## src/fir_host_pkg.sv

```systemverilog
// Overview of operation
// - coefficient of tap k*L+p at base+p*(N/L)+k
// - tap length minus one, bit 7 zero
// - taps-per-phase minus one in bits 3-0
// - coefficients are 16-bit two's complement
// - history not reset, software zeroes it
// - reserved bits and registers written zero
// - scaled absolute coefficient sum below one; code only flags a larger sum in gain_warn
// - taps-per-phase kept at 16 or less
// - factor 1 to 128, divides tap length
// - tap length within compute and memory limits
package fir_host_pkg;
    // ==========================================
    // device channel addresses
    localparam logic [7:0] DEV_TAP_LEN = 8'h0A;
    localparam logic [7:0] DEV_BASE = 8'h0B;
    localparam logic [7:0] DEV_TPP = 8'h0C;
    localparam logic [7:0] DEV_SCALE = 8'h0D;
    localparam logic [7:0] DEV_RSV_A = 8'h10;
    localparam logic [7:0] DEV_RSV_B = 8'h11;
    localparam logic [7:0] DEV_HIST = 8'h20;
    localparam logic [7:0] DEV_COEF = 8'h80;
    localparam logic [4:0] HIST_LAST = 5'h1F;
    localparam logic [4:0] CFG_LAST = 5'h05;
    // ==========================================
    // apb register offsets
    localparam logic [7:0] A_CTRL = 8'h00;
    localparam logic [7:0] A_FILTER = 8'h04;
    localparam logic [7:0] A_BASE = 8'h08;
    localparam logic [7:0] A_SCALE = 8'h0C;
    localparam logic [7:0] A_COEF = 8'h10;
    localparam logic [7:0] A_STATUS = 8'h14;
    // ctrl bit positions
    localparam int C_GO_CFG = 0;
    localparam int C_GO_CLR = 1;
    localparam int C_RESTART = 2;
    localparam int C_CLR_ERR = 3;
    // reset values and thresholds
    localparam logic [6:0] RST_FIELD7 = 7'h00;
    localparam logic [3:0] RST_TPP = 4'h0;
    localparam logic [22:0] GAIN_ONE = 23'h008000;
    // ==========================================
    // device request carrier
    typedef struct packed {
        logic we;
        logic [7:0] addr;
        logic [15:0] wdata;
    } dev_cmd_s;
    typedef enum logic [1:0] {S_IDLE, S_CFG, S_CLR, S_COEF} seq_e;
endpackage

```

## src/fir_host.sv

```systemverilog
// Our own choice: the APB interface to the registers.
`timescale 1ns/1ps
module fir_host (
    // clock and reset
    input wire logic pclk,
    input wire logic presetn,
    // apb slave
    input wire logic psel,
    input wire logic penable,
    input wire logic pwrite,
    input wire logic [7:0] paddr,
    input wire logic [31:0] pwdata,
    output logic [31:0] prdata,
    output logic pready,
    output logic pslverr,
    // device channel register port
    output fir_host_pkg::dev_cmd_s dev_cmd,
    output logic dev_req,
    input wire logic dev_ack
);
    import fir_host_pkg::*;

    // ==========================================
    // helpers
    function automatic logic [6:0] coef_off(input logic [6:0] b, input logic [6:0] p,
                                            input logic [3:0] t, input logic [3:0] k);
        logic [11:0] s;
        s = 12'(b) + 12'(p) * (12'(t) + 12'h001) + 12'(k);
        return s[6:0];
    endfunction

    function automatic logic [15:0] abs16(input logic [15:0] v);
        return v[15] ? 16'(~v + 16'h0001) : v;
    endfunction

    // ==========================================
    // state
    seq_e state_q;
    logic [4:0] step_q;
    logic [6:0] tap_m1_q, interp_m1_q, base_q, p_q;
    logic [3:0] tpp_m1_q, k_q;
    logic [1:0] scale_q;
    logic [4:0] div_q;
    logic [7:0] cnt_q;
    logic [22:0] sum_q;
    logic [15:0] coef_q;
    logic cfg_err_q, coef_err_q, cfg_valid_q;
    dev_cmd_s cmd_q;
    logic req_q;

    // ==========================================
    // apb decode
    logic busy, acc, mapped, wr_ok, cfg_ok, go_cfg, go_clr, coef_wr, coef_ok, gain_warn;
    logic clr_err, last_ack, ack;
    logic [12:0] prod;

    assign busy = (state_q != S_IDLE);
    assign acc = psel & penable;
    assign mapped = (paddr == A_CTRL) | (paddr == A_FILTER) | (paddr == A_BASE) |
                    (paddr == A_SCALE) | (paddr == A_COEF) | (paddr == A_STATUS);
    assign pready = !(busy & psel & pwrite);
    assign pslverr = acc & !mapped;
    assign wr_ok = acc & pwrite & pready & mapped;
    assign prod = (13'(tpp_m1_q) + 13'h0001) * (13'(interp_m1_q) + 13'h0001);
    // taps-per-phase times factor must equal tap length
    assign cfg_ok = (prod == 13'(tap_m1_q) + 13'h0001);
    assign go_cfg = wr_ok & (paddr == A_CTRL) & pwdata[C_GO_CFG];
    assign go_clr = wr_ok & (paddr == A_CTRL) & pwdata[C_GO_CLR] & !pwdata[C_GO_CFG];
    assign clr_err = wr_ok & (paddr == A_CTRL) & pwdata[C_CLR_ERR];
    assign coef_wr = wr_ok & (paddr == A_COEF);
    assign coef_ok = cfg_valid_q & (cnt_q <= 8'(tap_m1_q));
    // scaled absolute sum at or above one risks wrap
    assign gain_warn = ((sum_q >> scale_q) >= GAIN_ONE);
    assign ack = req_q & dev_ack;
    assign last_ack = ack & (((state_q == S_CFG) & (step_q == CFG_LAST)) |
                             ((state_q == S_CLR) & (step_q == HIST_LAST)) |
                             (state_q == S_COEF));

    always_comb begin
        prdata = 32'h00000000;
        unique case (paddr)
            A_FILTER: prdata = {12'h000, tpp_m1_q, 1'b0, interp_m1_q, 1'b0, tap_m1_q};
            A_BASE: prdata = {25'h0000000, base_q};
            A_SCALE: prdata = {19'h00000, div_q, 6'h00, scale_q};
            A_STATUS: prdata = {16'h0000, cnt_q, 3'h0, cfg_valid_q, gain_warn,
                                coef_err_q, cfg_err_q, busy};
            default: prdata = 32'h00000000;
        endcase
    end

    // ==========================================
    // software settings
    always_ff @(posedge pclk or negedge presetn) begin
        if (!presetn) begin
            tap_m1_q <= RST_FIELD7;
            interp_m1_q <= RST_FIELD7;
            tpp_m1_q <= RST_TPP;
            base_q <= RST_FIELD7;
            scale_q <= 2'h0;
            div_q <= 5'h00;
        end else if (wr_ok) begin
            if (paddr == A_FILTER) begin
                tap_m1_q <= pwdata[6:0];
                interp_m1_q <= pwdata[14:8];
                tpp_m1_q <= pwdata[19:16];
            end
            if (paddr == A_BASE) begin
                base_q <= pwdata[6:0];
            end
            if (paddr == A_SCALE) begin
                scale_q <= pwdata[1:0];
                div_q <= pwdata[12:8];
            end
        end
    end

    // ==========================================
    // error and validity flags, set wins over clear
    always_ff @(posedge pclk or negedge presetn) begin
        if (!presetn) begin
            cfg_err_q <= 1'b0;
            coef_err_q <= 1'b0;
            cfg_valid_q <= 1'b0;
        end else begin
            if (go_cfg & !cfg_ok) begin
                cfg_err_q <= 1'b1;
            end else if (clr_err) begin
                cfg_err_q <= 1'b0;
            end
            if (coef_wr & !coef_ok) begin
                coef_err_q <= 1'b1;
            end else if (clr_err) begin
                coef_err_q <= 1'b0;
            end
            if (go_cfg) begin
                cfg_valid_q <= cfg_ok;
            end else if (wr_ok & (paddr == A_FILTER)) begin
                cfg_valid_q <= 1'b0;
            end
        end
    end

    // ==========================================
    // coefficient reorder counters, natural tap order in
    always_ff @(posedge pclk or negedge presetn) begin
        if (!presetn) begin
            k_q <= 4'h0;
            p_q <= 7'h00;
            cnt_q <= 8'h00;
            sum_q <= 23'h000000;
            coef_q <= 16'h0000;
        end else if (go_cfg | (wr_ok & (paddr == A_CTRL) & pwdata[C_RESTART])) begin
            k_q <= 4'h0;
            p_q <= 7'h00;
            cnt_q <= 8'h00;
            sum_q <= 23'h000000;
        end else if (coef_wr & coef_ok) begin
            coef_q <= pwdata[15:0];
            cnt_q <= cnt_q + 8'h01;
            sum_q <= sum_q + 23'(abs16(pwdata[15:0]));
            if (p_q == interp_m1_q) begin
                p_q <= 7'h00;
                k_q <= k_q + 4'h1;
            end else begin
                p_q <= p_q + 7'h01;
            end
        end
    end

    // ==========================================
    // device write sequencer
    always_ff @(posedge pclk or negedge presetn) begin
        if (!presetn) begin
            state_q <= S_IDLE;
            step_q <= 5'h00;
            req_q <= 1'b0;
            cmd_q <= '0;
        end else begin
            unique case (state_q)
                S_IDLE: begin
                    if (go_cfg & cfg_ok) begin
                        state_q <= S_CFG;
                        step_q <= 5'h00;
                        req_q <= 1'b1;
                        // tap length minus one, bit 7 zero
                        cmd_q <= '{1'b1, DEV_TAP_LEN, {9'h000, tap_m1_q}};
                    end else if (go_clr) begin
                        state_q <= S_CLR;
                        step_q <= 5'h00;
                        req_q <= 1'b1;
                        // zero the history before running
                        cmd_q <= '{1'b1, DEV_HIST, 16'h0000};
                    end else if (coef_wr & coef_ok) begin
                        state_q <= S_COEF;
                        req_q <= 1'b1;
                        // phase-major placement value unchanged
                        cmd_q <= '{1'b1, DEV_COEF | {1'b0, coef_off(base_q, p_q, tpp_m1_q,
                                   k_q)}, pwdata[15:0]};
                    end
                end
                S_CFG: begin
                    if (last_ack) begin
                        state_q <= S_IDLE;
                        req_q <= 1'b0;
                    end else if (ack) begin
                        step_q <= step_q + 5'h01;
                        unique case (step_q)
                            5'h00: cmd_q <= '{1'b1, DEV_BASE, {9'h000, base_q}};
                            // taps-per-phase minus one
                            5'h01: cmd_q <= '{1'b1, DEV_TPP, {12'h000, tpp_m1_q}};
                            // reserved bit 5 zero
                            5'h02: cmd_q <= '{1'b1, DEV_SCALE, {8'h00, scale_q, 1'b0, div_q}};
                            // reserved registers written zero
                            5'h03: cmd_q <= '{1'b1, DEV_RSV_A, 16'h0000};
                            default: cmd_q <= '{1'b1, DEV_RSV_B, 16'h0000};
                        endcase
                    end
                end
                S_CLR: begin
                    if (last_ack) begin
                        state_q <= S_IDLE;
                        req_q <= 1'b0;
                    end else if (ack) begin
                        step_q <= step_q + 5'h01;
                        cmd_q <= '{1'b1, DEV_HIST | {3'h0, step_q + 5'h01}, 16'h0000};
                    end
                end
                S_COEF: begin
                    if (ack) begin
                        state_q <= S_IDLE;
                        req_q <= 1'b0;
                    end
                end
            endcase
        end
    end

    assign dev_req = req_q;
    assign dev_cmd = cmd_q;
endmodule

```

## config.mk

```make
export PLATFORM = sky130hd
export DESIGN_NAME = fir_host
export DESIGN_NICKNAME = d
export VERILOG_FILES = /design/src/fir_host_pkg.sv /design/src/fir_host.sv
export SDC_FILE = /design/constraint.sdc
export NUM_CORES = 1
export LEC_CHECK = 0
export BUFFER_PORTS_ARGS = -buffer_cell sky130_fd_sc_hd__buf_4
export CORE_MARGIN = 5
export CORE_UTILIZATION = 45
export DETAILED_ROUTE_END_ITERATION = 7
export HOLD_SLACK_MARGIN = 0.15
export PLACE_DENSITY = 0.66
export SYNTH_ARGS = -nofsm -noshare
export SYNTH_HDL_FRONTEND = slang
export SYNTH_SLANG_ARGS = --single-unit
```

## constraint.sdc

```tcl
create_clock -name pclk -period 5.9 [get_ports pclk]
set_clock_uncertainty 0.15 [all_clocks]
set_input_delay 0.59 -clock pclk [delete_from_list [all_inputs] [get_ports pclk]]
set_output_delay 0.59 -clock pclk [all_outputs]
set_load 0.01 [all_outputs]
```

==> results of run 1 <==
timing repair:
| item | 4_1_cts | 5_1_grt |
|---|---|---|
| pin swaps | 1 | 9 |
| cloned | 0 | 0 |
| buffers inserted | 1 | 8 |
| gates resized for setup | 2 | 22 |
| setup endpoints to repair | 5 | 29 |
area by class of cell:
type,count,area share (%)
multi-input combinational,838,58.5
clock inverter,5,0.608
timing repair buffer,126,8.52
clock buffer,10,2.06
sequential,110,24.8
tap,275,3.10
inverter,71,2.40
stage by stage:
step                      instance area [um2]  setup slack (ns)  util, %
after floorplan                          9680            0.0511        -
after global placement                  10600            0.0641     50.5
after detailed placement                10600           -0.0218     50.5
after CTS                               10900            0.0140     51.9
after global routing                    11100           -0.0180     52.8
final                                   11100             0.199     52.8
cell families after synthesis:
family                   after synthesis  synth area share [%]
buffers and inverters                133                  6.12
other                                  1                0.0389
AND/OR/NAND/NOR                      369                  19.8
multiplexers                          50                  5.65
XOR/XNOR                              80                  7.69
AO/OA/AOI/OAI                        217                  15.3
adder cells (fa/ha/maj)              109                  16.8
flip-flops                           110                  28.6
power groups by stage:
| stage | Sequential (mW) | Combinational, mW | Clock, mW |
|---|---|---|---|
| 5_1_grt | 0.797 | 0.229 | 0.678 |
| 3_5_place_dp | 0.808 | 0.206 | 0 |
| 6_report | 0.794 | 0.205 | 0.639 |
| 3_3_place_gp | 0.808 | 0.202 | 0 |
| 2_1_floorplan | 0.813 | 0.107 | 0 |
| 4_1_cts | 0.794 | 0.206 | 0.649 |
state kept, by name, indices dropped and copies added, names as in the netlist:
register,count
p_q,7
dev_req,1
dev_cmd,25
interp_m1_q,7
cfg_err_q,1
step_q,5
scale_q,2
k_q,4
sum_q,23
div_q,5
base_q,7
coef_err_q,1
state_q,2
cfg_valid_q,1
tap_m1_q,7
tpp_m1_q,4
cnt_q,8
layer usage:
layer  global-route usage (%)  wire [um]  vias to the layer above
met4                     6.07        458                        0
met5                        0          0                        -
li1                         -          -                     3908
met1                     32.0      12200                     4057
met3                     3.60       1820                       31
met2                     36.1      12700                      252
worst paths after layout:
| kind | end | cells past startpoint | start | slack, ns |
|---|---|---|---|---|
| max | dev_cmd[16] | 17 | tpp_m1_q[0] | 0.20 |
| min | k_q[0] | 1 | presetn | 0.19 |
| max reg2reg | dev_cmd[16] | 17 | tpp_m1_q[0] | 0.20 |
| min reg2reg | sum_q[12] | 2 | sum_q[12] | 0.35 |
| max in group asynchronous | interp_m1_q[3] | 2 | presetn | 4.20 |
| min in group pclk | tpp_m1_q[2] | 2 | pwdata[18] | 0.31 |
layout by cell type, fill, tap and decap left out, types with 5 or more instances in the layout:
cell type,n
a211oi_1,5
a21o_1,13
a21oi_1,41
a221o_1,7
a22o_1,12
a31oi_1,12
and2_1,23
and3_1,15
buf_4,126
clkbuf_16,9
conb_1,13
dfrtp_1,106
fa_1,34
ha_1,70
ha_4,5
inv_1,70
mux2_2,23
mux2i_1,24
nand2_1,104
nand2b_1,15
nand3_1,40
nand3b_1,5
nand4_1,13
nor2_1,62
nor2b_1,21
nor3_1,23
nor4_1,6
o21a_1,5
o21ai_0,54
o21ai_1,6
o31ai_1,10
or3_1,12
xnor2_1,45
xor2_1,27
==> results.ini, run 1 <==
[floorplanning]
row_count = 53
initial_core_util_pct = 45.8
die_y_um = 156
die_area_um2 = 24400
pin_count = 106
core_area_um2 = 21000
die_w_um = 156

[clock_network]
cts_sinks = 110
ctsHoldBuffers = 0
cts_tree = built
root_buffer = clkbuf_16
htreeDepth = 3
clkTransAtPathRegs_ns = 0.07
worstSkewPairLatency_ns = 0.37
cts_made_buffers = 9
cts_buffer_depth = 2

[place]
placed_cells = 1411
place_congestion = 0.861
hpwl_mm = 20.7
port-buffer-count = 80

[synth]
synth.top_cell.area_share_pct = 28.6
syn_area_per_cell_um2 = 9.01
ys_seq_area_share_pct = 28.6
synth_edf_count = 0
yosysTopAreaCell = dfrtp_1
synth_cell_types = 88
synth_common_cells = dfrtp_1 (110), nand2_1 (104), ha_1 (75)
ys_seq_elements = 110
synthTopCellsByArea = dfrtp_1 (29%), ha_1 (9.7%), fa_1 (7.1%)
synth-main-ff-cell = dfrtp_1
syn-instance-count = 1069
netlist_area_um2 = 9630
async_flop_share_pct = 100
yosysMostFrequentCell = dfrtp_1
ys.warnings.count = 0

[power_and_ir_drop]
total_power_mw = 1.64
powerDensity_nw_per_um2 = 147
p_switching_uw = 437
pwr-share-seq_pct = 48.5
clockPowerShare_pct = 39.0
intPower_mw = 1.20
ir_drop_uv = 132
cellLeakagePower_nw = 5.38
comb_power_share_pct = 12.5
netSwitchingFraction_pct = 26.7

[global_routing]
grt_pass1_wl_mm = 43.8
grt_max_degree = 64
grt-ovfl-total = 0
first_global_vias = 8059
antenna_found_initial = 1
grt_usage_pct = 22.6

[critical_path]
cp_common_cell = fa_1
crit_buf_inv = 3
path_delay_family = adder cells
critPathRequiredTime_ns = 5.99
startpoint_type = flip-flop
crit_fanout = 7
cp_data_arrival_time_ns = 5.79
criticalPathCategory = flip-flop to flip-flop
end_kind = flip-flop
path_cells = ha_4, xor2_1, buf_4, buf_4, nand2_1, fa_1, fa_1, inv_1, fa_1, ha_4, xor2_1, xnor3_1, or4b_1, or4b_4, or4_4, nand2_4, mux2_1
cp_slowest_cell = or4b_4
cp_slowest_stage_delay_ns = 0.59

[final_layout]
fillers = 1965
finalNonFillerCells = 1435
nNetsFinal = 1311
multi_input_area_um2 = 6500
antenna_cells = 0
area_growth_pct = 15.3
seq_area_um2 = 2760
layout-drive-gt1-share_pct = 18.2

[sta]
maxSlewHeadroom_pct = 25.4
fin_tns_setup_ns = 0
fmax_ghz = 0.175
hold_viol_final = 0
layout_min_cycle_time_ns = 5.70
period_share_pct = 96.6
finalSetupViolCount = 0
hold_ws_ns = 0.187
final_max_slew_viol_count = 0
worst_slew_pin_slew_ns = 1.12

[route]
wl_per_cell_um = 18.9
vias_per_cell = 5.75
drt_iter0_drc = 570
ant_nets = 0
drt_pre_antenna_iters = 5
num_vias = 8248
route.detailed.drc = 0
wl_mm = 27.1

[hold_path]
hold_path_class = input port to async pin

[outcome]
status = finished clean

[run]
drv_cap = 0

Note: power is estimated with default switching activity, not from simulation.
==> run 2, diff against run 1 <==
--- a/config.mk
+++ b/config.mk
@@ -5,6 +5,7 @@
 export SDC_FILE = /design/constraint.sdc
 export NUM_CORES = 1
 export LEC_CHECK = 0
+export ABC_AREA = 1
 export BUFFER_PORTS_ARGS = -buffer_cell sky130_fd_sc_hd__buf_4
 export CORE_MARGIN = 5
 export CORE_UTILIZATION = 45
==> run 2 against run 1 <==
First-iteration DRC count shrank 7.7%; synthesized cell count grew 28%; global-route usage grew 0.59 points; largest power group unchanged.
==> results.ini, run 2 <==
[power_and_ir_drop]
pwr-share-seq_pct = 37.2  ; -11 points
powerDensity_nw_per_um2 = 223  ; +51%
comb_power_share_pct = 36.1  ; +24 points
p_switching_uw = 948  ; +120%
intPower_mw = 1.49  ; +24%
cellLeakagePower_nw = 5.74  ; +6.8%
ir_drop_uv = 207  ; +57%
netSwitchingFraction_pct = 38.9  ; +12 points
clockPowerShare_pct = 26.7  ; -12 points

[floorplanning]
die_y_um = 157  ; +0.60%
row_count = 53  ; unchanged
pin_count = 106  ; unchanged
core_area_um2 = 21200  ; +0.63%
die_w_um = 157  ; +0.60%
initial_core_util_pct = 46.1  ; +0.30 points
die_area_um2 = 24700  ; +1.2%

[sta]
fin_tns_setup_ns = 0  ; unchanged
maxSlewHeadroom_pct = 28.0  ; +2.6 points
rsz0062_at_grt = no
worst_slew_pin_slew_ns = 1.08  ; -0.0414 ns
fmax_ghz = 0.183  ; +4.5%
finalSetupViolCount = 0  ; unchanged
hold_viol_final = 0  ; unchanged
layout_min_cycle_time_ns = 5.46  ; -0.243 ns
final_max_slew_viol_count = 0  ; unchanged
fin_ws_ns = 0.443  ; +0.243 ns
period_share_pct = 92.5  ; -4.1 points

[global_routing]
grt-ovfl-total = 0  ; unchanged
first_global_vias = 8797  ; +9.2%
grt_pass1_wl_mm = 45.6  ; +4.1%
grt_max_degree = 67  ; +4.7%
antenna_found_initial = 0  ; -1
grt_usage_pct = 23.2  ; +0.59 points

[final_layout]
area_growth_pct = 12.1
layout-drive-gt1-share_pct = 9.64  ; -8.6 points
nNetsFinal = 1592  ; +21%
final_cell_mix = nand2_1 (401), inv_1 (194), nor2_1 (123)
layout_commonest_cell = nand2_1
antenna_cells = 0  ; unchanged
largest_reg_flops = 25  ; unchanged
fillers = 2055  ; +4.6%

[route]
ant_nets = 0  ; unchanged
vias_per_cell = 5.26  ; -8.5%
met2_length_mm = 13.5  ; +6.2%
met3_length_mm = 1.49  ; -18%
wl_per_cell_um = 16.3  ; -14%
route.detailed.drc = 0  ; unchanged
drt_iter0_drc = 526  ; -7.7%
num_vias = 9027  ; +9.4%
drt_pre_antenna_iters = 5  ; unchanged
top_layer_used = met4
wl_met1_mm = 12.3  ; +1.4%
wl_mm = 28.0  ; +3.1%

[synth]
synth.top_cell.area_share_pct = 28.2  ; -0.36 points
synth-main-ff-cell = dfrtp_1
yosysMostFrequentCell = nand2_1
netlist_area_um2 = 9760  ; +1.3%
synthTopCellsByArea = dfrtp_1 (28%), nand2_1 (15%), ha_1 (9.6%)
ys_seq_area_share_pct = 28.2  ; -0.36 points
synth_cell_types = 50  ; -43%
syn-instance-count = 1363  ; +28%
synth_edf_count = 0  ; unchanged
ys_seq_elements = 110  ; unchanged
synth_common_cells = nand2_1 (401), inv_1 (194), nor2_1 (123)
yosysTopAreaCell = dfrtp_1
syn_area_per_cell_um2 = 7.16  ; -21%
async_flop_share_pct = 100  ; unchanged
ys.warnings.count = 0  ; unchanged

[critical_path]
criticalPathCategory = flip-flop to flip-flop
cp_data_arrival_time_ns = 5.56  ; -0.23 ns
end_kind = flip-flop
crit_fanout = 13  ; +6
startpoint_type = flip-flop
critPathRequiredTime_ns = 6.00  ; about the same

[place]
hpwl_mm = 22.1  ; +6.6%
dpl_worst_slack_ns = 0.474  ; +0.495 ns
port-buffer-count = 80  ; unchanged
place_congestion = 0.931  ; +8.1%

[clock_network]
htreeDepth = 3  ; unchanged
post_cts_buffers = 0  ; -1
root_buffer = clkbuf_16
cts_tree = built
cts_made_buffers = 9  ; unchanged
clkTransAtPathRegs_ns = 0.08  ; about the same
worstSkewPairLatency_ns = 0.37  ; about the same
cts_buffer_depth = 2  ; unchanged
cts_sinks = 110  ; unchanged

[run]
drv_cap = 0  ; unchanged

[outcome]
status = finished clean

[hold_path]
hold_path_class = input port to flip-flop

run 2: cell families (layout without fill, tap and decap cells):
group	Yosys count	count (layout)	synth area share, %
other	1	13	0.0384
flip-flops	110	110	28.2
XOR/XNOR	62	62	5.57
buffers and inverters	242	309	10.1
AND/OR/NAND/NOR	654	654	28.5
AO/OA/AOI/OAI	179	179	10.3
multiplexers	6	6	0.680
adder cells (fa/ha/maj)	109	109	16.6
run 2: area by class of cell:
type / instances / area [um2] / area share, %
clock buffers: 9 / 225 / 2.06
clock inverters: 7 / 80.1 / 0.733
inverters: 200 / 751 / 6.87
multi-input cells: 1023 / 6070 / 55.5
flip-flops and latches: 110 / 2750 / 25.2
well taps: 275 / 344 / 3.15
repair buffers: 93 / 713 / 6.52
run 2: timing repair:
item,4_1_cts,5_1_grt
hold buffers,1,0
hold endpoints to repair,44,0
endpoints found under the setup margin,0,1
gates resized for setup,0,1
run 2: per-stage QoR:
| step | hold WS (ns) | utilization [%] | instances | power [mW] | area [um2] |
|---|---|---|---|---|---|
| 2_1_floorplan | 0.144 | - | 1375 | 1.50 | 9800 |
| 3_3_place_gp | 0.320 | 50.2 | 1700 | 1.79 | 10600 |
| 3_5_place_dp | 0.312 | 50.2 | 1700 | 1.80 | 10600 |
| 4_1_cts | 0.291 | 51.6 | 1717 | 2.44 | 10900 |
| 5_1_grt | 0.292 | 51.7 | 1717 | 2.60 | 10900 |
| 6_report | 0.294 | 51.7 | 1717 | 2.44 | 10900 |
run 2: metal layers:
metal  global-route usage, %  up-vias
met2                    39.4      252
li1                        -     4472
met4                    6.51        0
met5                       0        -
met1                    31.3     4259
met3                    2.75       44
run 2: power groups by stage:
| stage | Clock, mW | Sequential (mW) | Combinational, mW |
|---|---|---|---|
| global placement | 0 | 0.922 | 0.865 |
| CTS | 0.657 | 0.907 | 0.879 |
| detailed placement | 0 | 0.918 | 0.878 |
| finish | 0.652 | 0.907 | 0.880 |
| global route | 0.689 | 0.921 | 0.987 |
| floorplan | 0 | 0.944 | 0.553 |
run 2: final timing paths:
kind                            slack (ns)      startpoint           to  depth (start not counted)
min in group asynchronous             0.62         presetn  tpp_m1_q[0]                          2
max in group asynchronous             3.64         presetn     cnt_q[4]                          3
worst max-delay path                  0.44  interp_m1_q[0]  dev_cmd[24]                         23
worst max register to register        0.44  interp_m1_q[0]  dev_cmd[24]                         23
worst min-delay path                  0.29      pwdata[11]  dev_cmd[11]                          3
worst min register to register        0.33     dev_cmd[24]  dev_cmd[24]                          1
run 2: critical path: stages, from the launching register on:
cell and delay [ns]:
dfrtp_1 0.53, inv_1 0.17, o31ai_1 0.29, nand2_1 0.13
inv_1 0.14, nand2_1 0.09, fa_1 0.53, inv_1 0.06
fa_1 0.50, fa_1 0.49, ha_1 0.39, nand2_1 0.11
nor2_1 0.15, nand3_1 0.13, nand3_1 0.10, nand2_1 0.07
nand3_1 0.09, nor3_1 0.05, buf_4 0.15, nand3_4 0.09
nand3_2 0.10, nand2_2 0.32, inv_2 0.19, or2_2 0.30
==> run 3, diff against run 2 <==
--- a/config.mk
+++ b/config.mk
@@ -8,10 +8,10 @@
 export ABC_AREA = 1
 export BUFFER_PORTS_ARGS = -buffer_cell sky130_fd_sc_hd__buf_4
 export CORE_MARGIN = 5
-export CORE_UTILIZATION = 45
+export CORE_UTILIZATION = 40
 export DETAILED_ROUTE_END_ITERATION = 7
 export HOLD_SLACK_MARGIN = 0.15
-export PLACE_DENSITY = 0.66
+export RECOVER_POWER = 50
 export SYNTH_ARGS = -nofsm -noshare
 export SYNTH_HDL_FRONTEND = slang
 export SYNTH_SLANG_ARGS = --single-unit
==> run 3 against run 2 <==
The run now ends with max-capacitance violations, max-slew violations left; largest cell class unchanged; largest power group unchanged; clock power down 3%; sequential share of layout area up 0.13 points; die area up 12%; critical endpoint is now dev_cmd[13]; hold slack worse by 0.0035 ns; first-iteration DRC count up 24%; core utilization down 6.7 points; sequential power about the same.
==> results.ini, run 3 (synthesis gave the netlist of run 2 again) <==
[outcome]
status = complete, but fails checks
violations = max-capacitance violations, max-slew violations

[floorplanning]
initial_core_util_pct = 40.4  ; -5.8 points
die_y_um = 166  ; +5.7%
core_area_um2 = 24200  ; +14%
die_w_um = 166  ; +5.7%
pin_count = 106  ; unchanged
row_count = 57  ; +7.5%
die_area_um2 = 27600  ; +12%

[power_and_ir_drop]
clockPowerShare_pct = 26.8  ; about the same
netSwitchingFraction_pct = 39.5  ; +0.64 points
cellLeakagePower_nw = 5.63  ; -1.8%
pwr-share-seq_pct = 38.4  ; +1.2 points
total_power_mw = 2.36  ; -3.1%
p_switching_uw = 934  ; -1.5%
ir_drop_uv = 196  ; -5.0%
intPower_mw = 1.43  ; -4.1%
powerDensity_nw_per_um2 = 217  ; -2.6%
comb_power_share_pct = 34.8  ; -1.3 points

[route]
drt_pre_antenna_iters = 5  ; unchanged
wl_per_cell_um = 16.0  ; -2.0%
route.detailed.drc = 0  ; unchanged
drt_iter0_drc = 654  ; +24%
num_vias = 9016  ; -0.12%
ant_nets = 0  ; unchanged
wl_mm = 28.2  ; +0.83%
vias_per_cell = 5.11  ; -2.9%

[global_routing]
antenna_found_initial = 0  ; unchanged
grt-ovfl-total = 0  ; unchanged
grtUsageMet2_pct = 34.5  ; -4.9 points
grt_max_degree = 71  ; +6.0%
grt_util_met1_pct = 27.0  ; -4.3 points
grt_usage_pct = 20.3  ; -2.9 points
grt_pass1_wl_mm = 46.0  ; +0.91%
met3_usage_pct = 1.79  ; -0.96 points
top_usage_layer = met2
first_global_vias = 8774  ; -0.26%

[final_layout]
seq_area_um2 = 2750  ; unchanged
largest_reg_flops = 25  ; unchanged
multi_input_area_um2 = 6070  ; about the same
nNetsFinal = 1593  ; +0.063%
area_growth_pct = 11.5
fillers = 2487  ; +21%
final_cell_mix = nand2_1 (401), inv_1 (194), nor2_1 (122)
layout-drive-gt1-share_pct = 7.91  ; -1.7 points
antenna_cells = 0  ; unchanged
layout_commonest_cell = nand2_1

[sta]
fmax_ghz = 0.189  ; +3.2%
final_max_slew_viol_count = 71  ; +71
fin_tns_setup_ns = 0  ; unchanged
worst_slew_pin_slew_ns = 3.98  ; +2.90 ns
period_share_pct = 89.6  ; -2.9 points
hold_viol_final = 0  ; unchanged
finalSetupViolCount = 0  ; unchanged
rsz0062_at_grt = no
maxSlewHeadroom_pct = -165  ; -190 points
layout_min_cycle_time_ns = 5.29  ; -0.169 ns

[critical_path]
end_kind = flip-flop
cp_slowest_cell = fa_1
cp_common_cell = nand2_1
cp_slowest_stage_delay_ns = 0.53  ; about the same
crit_fanout = 14  ; +1
cp_data_arrival_time_ns = 5.44  ; -0.12 ns
criticalPathCategory = flip-flop to flip-flop
startpoint_type = flip-flop
critPathRequiredTime_ns = 6.06  ; +0.06 ns

[clock_network]
clkTransAtPathRegs_ns = 0.08  ; about the same
cts_made_buffers = 9  ; unchanged
cts_tree = built
cts_buffer_depth = 2  ; unchanged
root_buffer = clkbuf_16
worstSkewPairLatency_ns = 0.36  ; about the same
post_cts_buffers = 0  ; unchanged
cts_sinks = 110  ; unchanged
htreeDepth = 3  ; unchanged

[hold_path]
hold_path_class = input port to flip-flop

[place]
place_congestion = 0.921  ; -0.99%
port-buffer-count = 80  ; unchanged
hpwl_mm = 22.4  ; +1.4%

[run]
drv_cap = 1  ; +1

-- run 3: changes by cell type in the layout (fill, tap and decap cells not counted) --
cell,previous run,this run
clkinvlp_4,2,0
clkbuf_2,0,1
clkinv_2,0,1
buf_4,91,66
nor2_2,3,4
dlygate4sd3_1,1,0
clkbuf_1,0,27
buf_12,1,0
nor2_1,123,122
-- run 3: repair_timing --
item,4_1_cts,5_1_grt
resized for setup,0,2
endpoints found under the setup margin,0,5
hold buffers,0,0
-- run 3: final timing paths --
| path | from | end | slack (ns) | depth (start not counted) |
|---|---|---|---|---|
| setup / recovery | interp_m1_q[0] | dev_cmd[13] | 0.61 | 27 |
| min in group asynchronous | presetn | tpp_m1_q[2] | 1.47 | 1 |
| hold / removal | pwdata[11] | dev_cmd[11] | 0.29 | 3 |
| hold reg to reg | dev_cmd[24] | dev_cmd[24] | 0.33 | 1 |
| setup reg to reg | interp_m1_q[0] | dev_cmd[13] | 0.61 | 27 |
| max in group asynchronous | presetn | sum_q[18] | 1.48 | 2 |
-- run 3: metrics by stage --
| stage | hold slack [ns] | setup slack [ns] | area (um2) | utilization (%) | std cells |
|---|---|---|---|---|---|
| 3_5_place_dp | 0.307 | 0.477 | 10700 | 44.1 | 1751 |
| 6_report | 0.290 | 0.611 | 10900 | 45.0 | 1766 |
| 3_3_place_gp | 0.308 | 0.569 | 10700 | 44.1 | 1751 |
| 4_1_cts | 0.256 | 0.473 | 11000 | 45.4 | 1766 |
| 2_1_floorplan | 0.144 | 1.08 | 9800 | - | 1375 |
| 5_1_grt | 0.309 | 0.109 | 10900 | 45.0 | 1766 |
-- run 3: routing by layer --
metal / vias up / part of all wire, %
met5: - / 0
met4: 0 / 3.3
met3: 50 / 3.9
met2: 242 / 48
met1: 4247 / 45
li1: 4477 / -
-- run 3: final cells by class --
type / instances / area share, %
Tap cell: 324 / 3.73
Sequential cell: 110 / 25.3
Clock buffer: 9 / 2.07
Timing Repair Buffer: 94 / 5.53
Multi-Input combinational cell: 1023 / 55.8
Clock inverter: 6 / 0.644
Inverter: 200 / 6.90
-- run 3: power groups by stage --
stage | sequential, mW | clock (mW) | combinational (mW)
floorplan | 0.944 | 0 | 0.553
detailed placement | 0.920 | 0 | 0.869
CTS | 0.909 | 0.647 | 0.873
global route | 0.922 | 0.671 | 0.934
finish | 0.908 | 0.634 | 0.822
global placement | 0.922 | 0 | 0.862
-- run 3: critical path: cells and delay by family (launching register included) --
| kind | cells | cell delay, ns |
|---|---|---|
| AOI/OAI and AO/OA | 1 | 0.28 |
| adders and majority gates | 4 | 1.89 |
| buffers and inverters | 6 | 0.76 |
| DFF | 1 | 0.52 |
| and+or+nand+nor | 16 | 1.60 |
